File: src/psmt_pkg.sv
/*
 * Package for the sparse memory window translator: register map,
 * field positions, reset values and the request/answer carriers.
 * Assumes a 32-bit APB register bus and a single pclk domain.
 */
package psmt_pkg;

  // ****************************************************************
  // Register map (byte addresses)
  // ****************************************************************
  localparam logic [11:0] PSMT_EXT_OFS = 12'h000;    // High address extension
  localparam logic [11:0] PSMT_HOLE_OFS = 12'h004;   // Hole control
  localparam logic [11:0] PSMT_STAT_OFS = 12'h008;   // Translation status
  localparam logic [11:0] PSMT_LAST_OFS = 12'h00C;   // Last PCI address

  // Field layout
  localparam int PSMT_EXT_W = 5;
  localparam int PSMT_HOLE1_EN_BIT = 0;
  localparam int PSMT_HOLE2_EN_BIT = 1;
  localparam int PSMT_HBASE_LSB = 8;                 // 32K granule index
  localparam int PSMT_HBASE_W = 9;
  localparam int PSMT_HSIZE_LSB = 20;                // Size in granules
  localparam int PSMT_HSIZE_W = 9;

  // Reset values: window at 8000.0000, holes off
  localparam logic [4:0] PSMT_EXT_RST = 5'h10;
  localparam logic [31:0] PSMT_HOLE_RST = 32'h0000_0000;

  // Address decode constants
  localparam logic [1:0] PSMT_SEL_CODE = 2'h2;       // cpu_address[33:32]
  localparam logic [4:0] PSMT_LOW_EXT = 5'h00;
  localparam logic [8:0] PSMT_H1_LO = 9'h010;        // 512K in 32K granules
  localparam logic [8:0] PSMT_H1_HI = 9'h020;        // 1M in 32K granules
  localparam logic [8:0] PSMT_H2_MIN = 9'h020;       // 1M
  localparam logic [9:0] PSMT_H2_MAX = 10'h200;      // 16M
  localparam logic [3:0] PSMT_NULL_BE = 4'hF;        // No lane enabled

  // Request from the system bus
  typedef struct packed {
    logic        valid;
    logic        write;
    logic [33:0] cpu_address;
    logic [1:0]  rd_size;          // Size bits on reads
    logic [7:0]  cpu_write_mask;
    logic [63:0] wdata;            // Low lane data
  } psmt_req_s;

  // PCI memory command cycle
  typedef struct packed {
    logic        valid;
    logic        write;
    logic        hole;             // Routed to a legacy hole
    logic [31:0] addr;
    logic [3:0]  cbe_n;
    logic [31:0] data;
  } psmt_pci_s;

endpackage

File: src/psmt_translator.sv
/*
 * Sparse memory window translator: decodes system bus requests in
 * the 128MB sparse memory window and forms PCI memory cycles, with
 * optional legacy memory holes for the lowest 16MB.
 * Assumes inputs synchronous to pclk and an APB master for setup.
 */
`timescale 1ns/1ps
`default_nettype none
// Function
// Window accesses become PCI memory cycles
// Window spans 128MB of PCI memory
// Extension bits 4:0 pick 128MB chunk
// Window resets to PCI address 8000.0000
// Software keeps window clear of others
// Hole one fixed at 512K to 1M
// Hole two programmable, 32K granules, 1M-16M
// Holes enable independently, reroute lowest 16MB
// Holes off: whole window contiguous
// Holes on: upper 112MB maps directly
// Select on bits 33:32, map 31:7
// Lower 16MB with holes: high bits zero; here only hole hits get zero, other low addresses keep the extension
// 16MB-128MB with holes: extension kept
// Offset bits 6:5 build byte enables
// Size field builds enables, AD[1:0]=00
// Bad write mask: longword, null mask
// Hole registers reset off, checked first
module psmt_translator
  import psmt_pkg::*;
(
  // Clock and reset
  input wire logic pclk,
  input wire logic presetn,
  // APB slave
  input wire logic psel,
  input wire logic penable,
  input wire logic pwrite,
  input wire logic [11:0] paddr,
  input wire logic [31:0] pwdata,
  output logic [31:0] prdata,
  output logic pready,
  output logic pslverr,
  // System bus request
  input wire psmt_req_s req,
  // PCI memory cycle out
  output psmt_pci_s pci
);

  // ****************************************************************
  // Register file
  // ****************************************************************
  logic [4:0] ext_ff, nxt_ext;
  logic [31:0] hole_ff, nxt_hole;
  logic [31:0] prdata_ff, nxt_prdata;
  logic pready_ff, nxt_pready;
  logic pslverr_ff, nxt_pslverr;
  logic [15:0] cnt_ff, nxt_cnt;
  logic [15:0] hcnt_ff, nxt_hcnt;
  logic [15:0] bad_ff, nxt_bad;
  psmt_pci_s pci_ff, nxt_pci;

  logic acc;
  logic done;
  logic mapped;
  assign acc = psel && penable && !pready_ff;
  // Writes land only at the edge where the master sees pready high
  assign done = psel && penable && pready_ff;
  assign mapped = (paddr == PSMT_EXT_OFS) || (paddr == PSMT_HOLE_OFS) ||
                  (paddr == PSMT_STAT_OFS) || (paddr == PSMT_LAST_OFS);

  // Register access; answers one cycle into the access phase
  always_comb begin
    nxt_ext = ext_ff;
    nxt_hole = hole_ff;
    nxt_prdata = prdata_ff;
    nxt_pready = 1'b0;
    nxt_pslverr = 1'b0;
    if (done && pwrite) begin
      if (paddr == PSMT_EXT_OFS) begin
        nxt_ext = pwdata[PSMT_EXT_W-1:0];
      end
      if (paddr == PSMT_HOLE_OFS) begin
        nxt_hole = pwdata;
      end
    end
    if (acc) begin
      nxt_pready = 1'b1;
      nxt_pslverr = !mapped;
      nxt_prdata = 32'h0000_0000;
      if (!pwrite) begin
        unique case (paddr)
          PSMT_EXT_OFS: nxt_prdata = {27'h000_0000, ext_ff};
          PSMT_HOLE_OFS: nxt_prdata = hole_ff;
          PSMT_STAT_OFS: nxt_prdata = {cnt_ff, hcnt_ff};
          PSMT_LAST_OFS: nxt_prdata = pci_ff.addr;
          default: nxt_prdata = 32'h0000_0000;
        endcase
      end
    end
  end

  // ****************************************************************
  // Hole decode
  // ****************************************************************
  logic [8:0] hbase;
  logic [8:0] hsize;
  logic [9:0] hend;
  logic [8:0] gran;     // 32K granule of the window offset
  logic in_low16;
  logic in_h1;
  logic in_h2;
  logic to_hole;
  assign hbase = hole_ff[PSMT_HBASE_LSB +: PSMT_HBASE_W];
  assign hsize = hole_ff[PSMT_HSIZE_LSB +: PSMT_HSIZE_W];
  assign hend = {1'b0, hbase} + {1'b0, hsize};
  // Window offset bits 23:15 sit at cpu_address bits 28:20
  assign gran = req.cpu_address[28:20];
  // Lowest 16MB of the window: offset bits 26:24 are zero
  assign in_low16 = (req.cpu_address[31:29] == 3'h0);
  assign in_h1 = hole_ff[PSMT_HOLE1_EN_BIT] &&
                 (gran >= PSMT_H1_LO) && (gran < PSMT_H1_HI);
  // Hole two decodes only when the programmed range lies inside 1M-16M
  assign in_h2 = hole_ff[PSMT_HOLE2_EN_BIT] &&
                 (gran >= hbase) && ({1'b0, gran} < hend) &&
                 (hbase >= PSMT_H2_MIN) && (hend <= PSMT_H2_MAX);
  assign to_hole = in_low16 && (in_h1 || in_h2);

  // ****************************************************************
  // Byte enables
  // ****************************************************************
  logic [1:0] offs;
  logic [1:0] size;
  logic size_ok;
  logic [3:0] be_n;
  assign offs = req.cpu_address[6:5];

  // Write size from the mask; unknown masks are flagged invalid
  always_comb begin
    size = req.rd_size;
    size_ok = 1'b1;
    if (req.write) begin
      unique case (req.cpu_write_mask)
        8'h01, 8'h02: size = 2'h0;
        8'h04, 8'h08: size = 2'h1;
        8'h10, 8'h20: size = 2'h2;
        8'h40, 8'h80, 8'hC0: size = 2'h3;
        default: size_ok = 1'b0;
      endcase
    end
  end

  // Active-low enables from offset and size
  always_comb begin
    be_n = PSMT_NULL_BE;
    unique case (size)
      2'h0: be_n = ~(4'h1 << offs);
      2'h1: be_n = ~(4'h3 << offs);
      2'h2: be_n = ~(4'h7 << offs);
      2'h3: be_n = 4'h0;
    endcase
    if (!size_ok) begin
      be_n = PSMT_NULL_BE;
    end
  end

  // ****************************************************************
  // Translation
  // ****************************************************************
  logic hit;
  assign hit = req.valid && (req.cpu_address[33:32] == PSMT_SEL_CODE);

  // Forms the PCI cycle one clock after the request
  always_comb begin
    nxt_pci = pci_ff;
    nxt_pci.valid = 1'b0;
    nxt_cnt = cnt_ff;
    nxt_hcnt = hcnt_ff;
    nxt_bad = bad_ff;
    if (hit) begin
      nxt_pci.valid = 1'b1;
      nxt_pci.write = req.write;
      nxt_pci.hole = to_hole;
      // 25 bits of window offset give 128MB
      nxt_pci.addr = {to_hole ? PSMT_LOW_EXT : ext_ff,
                      req.cpu_address[31:7], 2'b00};
      nxt_pci.cbe_n = be_n;
      nxt_pci.data = req.wdata[31:0];
      nxt_cnt = cnt_ff + 16'h0001;
      if (to_hole) begin
        nxt_hcnt = hcnt_ff + 16'h0001;
      end
      if (req.write && !size_ok) begin
        nxt_bad = bad_ff + 16'h0001;
      end
    end
  end

  // Registers; extension resets to 8000.0000 and holes off
  always_ff @(posedge pclk or negedge presetn) begin
    if (!presetn) begin
      ext_ff <= PSMT_EXT_RST;
      hole_ff <= PSMT_HOLE_RST;
      prdata_ff <= 32'h0000_0000;
      pready_ff <= 1'b0;
      pslverr_ff <= 1'b0;
      cnt_ff <= 16'h0000;
      hcnt_ff <= 16'h0000;
      bad_ff <= 16'h0000;
      pci_ff <= '0;
    end else begin
      ext_ff <= nxt_ext;
      hole_ff <= nxt_hole;
      prdata_ff <= nxt_prdata;
      pready_ff <= nxt_pready;
      pslverr_ff <= nxt_pslverr;
      cnt_ff <= nxt_cnt;
      hcnt_ff <= nxt_hcnt;
      bad_ff <= nxt_bad;
      pci_ff <= nxt_pci;
    end
  end

  // Outputs straight from flip-flops
  assign prdata = prdata_ff;
  assign pready = pready_ff;
  assign pslverr = pslverr_ff;
  assign pci = pci_ff;

endmodule
`default_nettype wire

File: config.mk
export PLATFORM = sky130hd
export DESIGN_NAME = psmt_translator
export DESIGN_NICKNAME = d
export VERILOG_FILES = /design/src/psmt_pkg.sv /design/src/psmt_translator.sv
export SDC_FILE = /design/constraint.sdc
export NUM_CORES = 1
export LEC_CHECK = 0
export BUFFER_PORTS_ARGS = -buffer_cell sky130_fd_sc_hd__buf_2
export CAP_MARGIN = 20
export CORE_UTILIZATION = 56
export DETAILED_ROUTE_END_ITERATION = 10
export GPL_TIMING_DRIVEN = 1
export PLACE_DENSITY = 0.89
export REMOVE_ABC_BUFFERS = 1
export SLEW_MARGIN = 20
export SYNTH_ARGS = -nofsm -noshare
export SYNTH_HDL_FRONTEND = slang
export SYNTH_SLANG_ARGS = --single-unit
File: constraint.sdc
create_clock -name pclk -period 7.8 [get_ports pclk]
set_clock_uncertainty 0.1 [all_clocks]
set_input_delay 0 -clock pclk [delete_from_list [all_inputs] [get_ports pclk]]
set_output_delay 0 -clock pclk [all_outputs]
set_load 0.05 [all_outputs]
==> impl_metrics.toml <==
[run_status]
status = "finished, final reports clean"

[yosys]
post-synth-top-area-cell = "sky130_fd_sc_hd__dfrtp_1"
synth_async_sr_flop_share_pct = 100
synthAdderAreaFrac_pct = 4.98
yosys_register_bits = 172
mappedNetlistArea_um2 = 8690
synth-seq-area-share_pct = 49.6
synth-warning-count = 0
yosysMostFrequentCell = "sky130_fd_sc_hd__nand2_1"
synth_top_family_by_area = "simple AND/OR/NAND/NOR gates"
post-synth-top-area-fraction_pct = 49.3
synth_top_flop_cell = "sky130_fd_sc_hd__dfrtp_1"
yosys-top-cells-count = "sky130_fd_sc_hd__nand2_1, sky130_fd_sc_hd__dfrtp_1, sky130_fd_sc_hd__o21ai_0, sky130_fd_sc_hd__mux2_2, sky130_fd_sc_hd__ha_1"
complex_gate_fraction_of_the_synthesized_area_pct = 12.8
synth-xor-area-share_pct = 3.73
yosys-top-cells-area = "sky130_fd_sc_hd__dfrtp_1, sky130_fd_sc_hd__nand2_1, sky130_fd_sc_hd__mux2_2, sky130_fd_sc_hd__ha_1, sky130_fd_sc_hd__o21ai_0"
synth_cells = 872
syn-mean-instance-area_um2 = 9.96
synth.mux.area_fraction_pct = 8.25
synth.lib_cells_used.distinct = 68
simple_gate_share_of_the_synthesized_area_pct = 17.1
synth_enable_flop_cells = 0

[route]
routedWlPerCell_um = 19.1
drt-initial-drc-count = 572
vias = 8099
detail_route.wirelength_mm = 26.4
antenna_left = 0
drc = 0
dr.pass1.iters = 5
route.detailed.vias_per_inst = 5.88

[clock_tree]
clockBufferDepth = 2
ctsRootBufferMaster = "sky130_fd_sc_hd__clkbuf_16"
depth_of_the_cts_h_tree = 4
tritoncts.num_buffers = 17
cts_tree = "done"
numClockSinks = 172
cts.reportedPaths.clkPinSlew_ns = 0.07
insertion_delay_to_the_later_sink_of_the_worst_skew_pair_ns = 0.43
cts-resized-gates = 0

[sta]
grt_setup_unrepaired = "no"
setup-tns-final_ns = 0
timing.slew.headroom_pct = 28.5
number_of_endpoints_failing_setup_at_the_final_stage = 0
final_max_slew_viol_count = 0
fmaxAchievable_mhz = 243
slew_at_the_pin_with_the_worst_max_slew_slack_ns = 1.07
post-route-period-util_pct = 52.7
finalWorstPathRequiredPeriod_ns = 4.11
final-hold-violation-count = 0
timing.final.ws_setup_ns = 3.69

[final_layout]
final_design_area_no_fill_um2 = 11500
final_layout_size_suffix_gt1_share_pct = 29.4
antennaDiodeCount = 0
area_growth_syn_to_layout_pct = 32.4
num-nets-final = 1370

[floorplan]
floorplan.initialDensity_pct = 57.4
chipHeight_um = 127
floorplan.io_pins = 264
die_area_um2 = 16000
site_rows = 45
die_x_um = 127
coreArea_um2 = 15100

[setup_path]
worstSetupEndpointType = "flip-flop"
critical_path.endpoint = "hcnt_ff[2]"
crit_start = "hole_ff[14]"
worstReg2RegEnd = "hcnt_ff[2]"
crit_required_ns = 8.05
timing.critical_path.fanout_max = 16
r2r_start = "hole_ff[14]"
setup.worst_path.start_class = "flip-flop"
ff2ff_setup_slack_ns = 3.69
timing.reg2reg.worst_path_depth = 12
worstPathArrival_ns = 4.36
path_class = "flip-flop to flip-flop"

[global_route]
vias_in_the_first_global_route = 8099
pin_count_of_the_biggest_net_entering_global_routing = 82
final_global_route_overflow_total = 0
antenna_found_initial = 0
track_usage_pct = 33.6
first_pass_grt_wire_length_mm = 41.4

[pwr]
p_leak_nw = 5.87
vdd_drop_max_mv = 0.188
fin_total_pwr_mw = 2.36
power_density_nw_per_um2 = 205

[job]
maxCapViolations = 0

[place]
place_hpwl_mm = 15.3
buffer_ports.inserted = 224
gpl.final_weighted_congestion = 0.858
pre_cts_ws_ns = 3.83
dpl_cell_area_um2 = 9920

[min_path]
hold_path_class = "input pin to flip-flop"
critical path: stages, from the launching register on:
cell and delay [ns]:
sky130_fd_sc_hd__dfrtp_1 0.43, sky130_fd_sc_hd__ha_1 0.40, sky130_fd_sc_hd__a2111o_1 0.43, sky130_fd_sc_hd__o22ai_1 0.33
sky130_fd_sc_hd__xor2_1 0.23, sky130_fd_sc_hd__ha_1 0.29, sky130_fd_sc_hd__a21oi_1 0.14, sky130_fd_sc_hd__o21ai_0 0.11
sky130_fd_sc_hd__a21oi_1 0.15, sky130_fd_sc_hd__o21ai_0 0.09, sky130_fd_sc_hd__o21a_1 0.50, sky130_fd_sc_hd__a2111oi_1 0.58
sky130_fd_sc_hd__xor2_1 0.24
report_power, final:
group / leakage [nW] / internal [mW] / switching [mW] / total, mW
registers: 2.23 / 0.956 / 0.0573 / 1.01
clock network: 0.272 / 0.472 / 0.368 / 0.839
logic: 3.37 / 0.154 / 0.348 / 0.503
metal layers:
| metal | up-vias | share of wire (%) | track usage [%] |
|---|---|---|---|
| li1 | 3624 | - | - |
| met1 | 3920 | 39 | 40.5 |
| met2 | 459 | 49 | 57.0 |
| met3 | 96 | 8.0 | 8.27 |
| met4 | 0 | 4.2 | 15.8 |
| met5 | - | 0 | 0 |
sequential cells by signal (all words and copies together) (netlist names):
name	flops
pready	1
ext_ff	5
hcnt_ff	16
prdata	32
pslverr	1
hole_ff	32
pci	69
cnt_ff	16
cell families after synthesis:
logic type | count (synthesis)
DFF | 172
buffers and inverters | 70
muxes | 61
other | 1
xor gates and xnor gates | 37
adders and majority gates | 34
AOI/OAI and AO/OA | 151
and+or+nand+nor | 346
placed cells by master (no fill, tap or decap), types with 4 or more instances in the layout:
cell	n
sky130_fd_sc_hd__a211oi_1	6
sky130_fd_sc_hd__nor3_1	7
sky130_fd_sc_hd__nand4_1	8
sky130_fd_sc_hd__clkinvlp_4	4
sky130_fd_sc_hd__nand2b_1	5
sky130_fd_sc_hd__xor2_1	21
sky130_fd_sc_hd__and3_1	5
sky130_fd_sc_hd__buf_2	223
sky130_fd_sc_hd__nor2b_1	6
sky130_fd_sc_hd__buf_4	6
sky130_fd_sc_hd__mux2_2	55
sky130_fd_sc_hd__dlygate4sd3_1	98
sky130_fd_sc_hd__nand2_1	244
sky130_fd_sc_hd__nor2_1	25
sky130_fd_sc_hd__ha_1	33
sky130_fd_sc_hd__xnor2_1	16
sky130_fd_sc_hd__clkbuf_16	17
sky130_fd_sc_hd__a22oi_1	27
sky130_fd_sc_hd__nand3_1	19
sky130_fd_sc_hd__and4_1	4
sky130_fd_sc_hd__o21ai_0	57
sky130_fd_sc_hd__dfrtp_1	171
sky130_fd_sc_hd__a21oi_1	14
sky130_fd_sc_hd__clkinv_2	4
sky130_fd_sc_hd__a2111oi_2	8
sky130_fd_sc_hd__inv_1	23
worst min path at each step:
stage,cells after the start,endpoint,startpoint,slack (ns)
floorplan,0,cnt_ff[0],presetn,-0.40
global placement,1,prdata[22],presetn,-0.16
detailed placement,1,prdata[21],presetn,-0.16
CTS,5,pci[34],req[73],0.0004
global route,5,pci[34],req[73],0.07
finish,5,pci[34],req[73],0.02
area by class of cell:
type / count / area (um2)
repair buffers: 330 / 2180
clock inverters: 14 / 145
inverters: 25 / 93.8
fillers: 917 / 3650
multi-input cells: 631 / 4110
clock buffers: 18 / 429
flip-flops and latches: 172 / 4310
well taps: 188 / 235
through the flow:
stage | instances | util [%] | hold slack, ns
2_1_floorplan | 828 | - | -0.396
3_3_place_gp | 1247 | 65.5 | -0.159
3_5_place_dp | 1247 | 65.5 | -0.156
4_1_cts | 1378 | 75.9 | 0.000428
5_1_grt | 1378 | 75.9 | 0.0681
6_report | 1378 | 75.9 | 0.0247
timing repair:
item                                    CTS  global route
setup buffers                             0             0
endpoints found under the hold margin   145             0
hold buffers                             99             0
endpoints found under the setup margin    0             0
No activity file was read; power rests on OpenSTA's default activity.
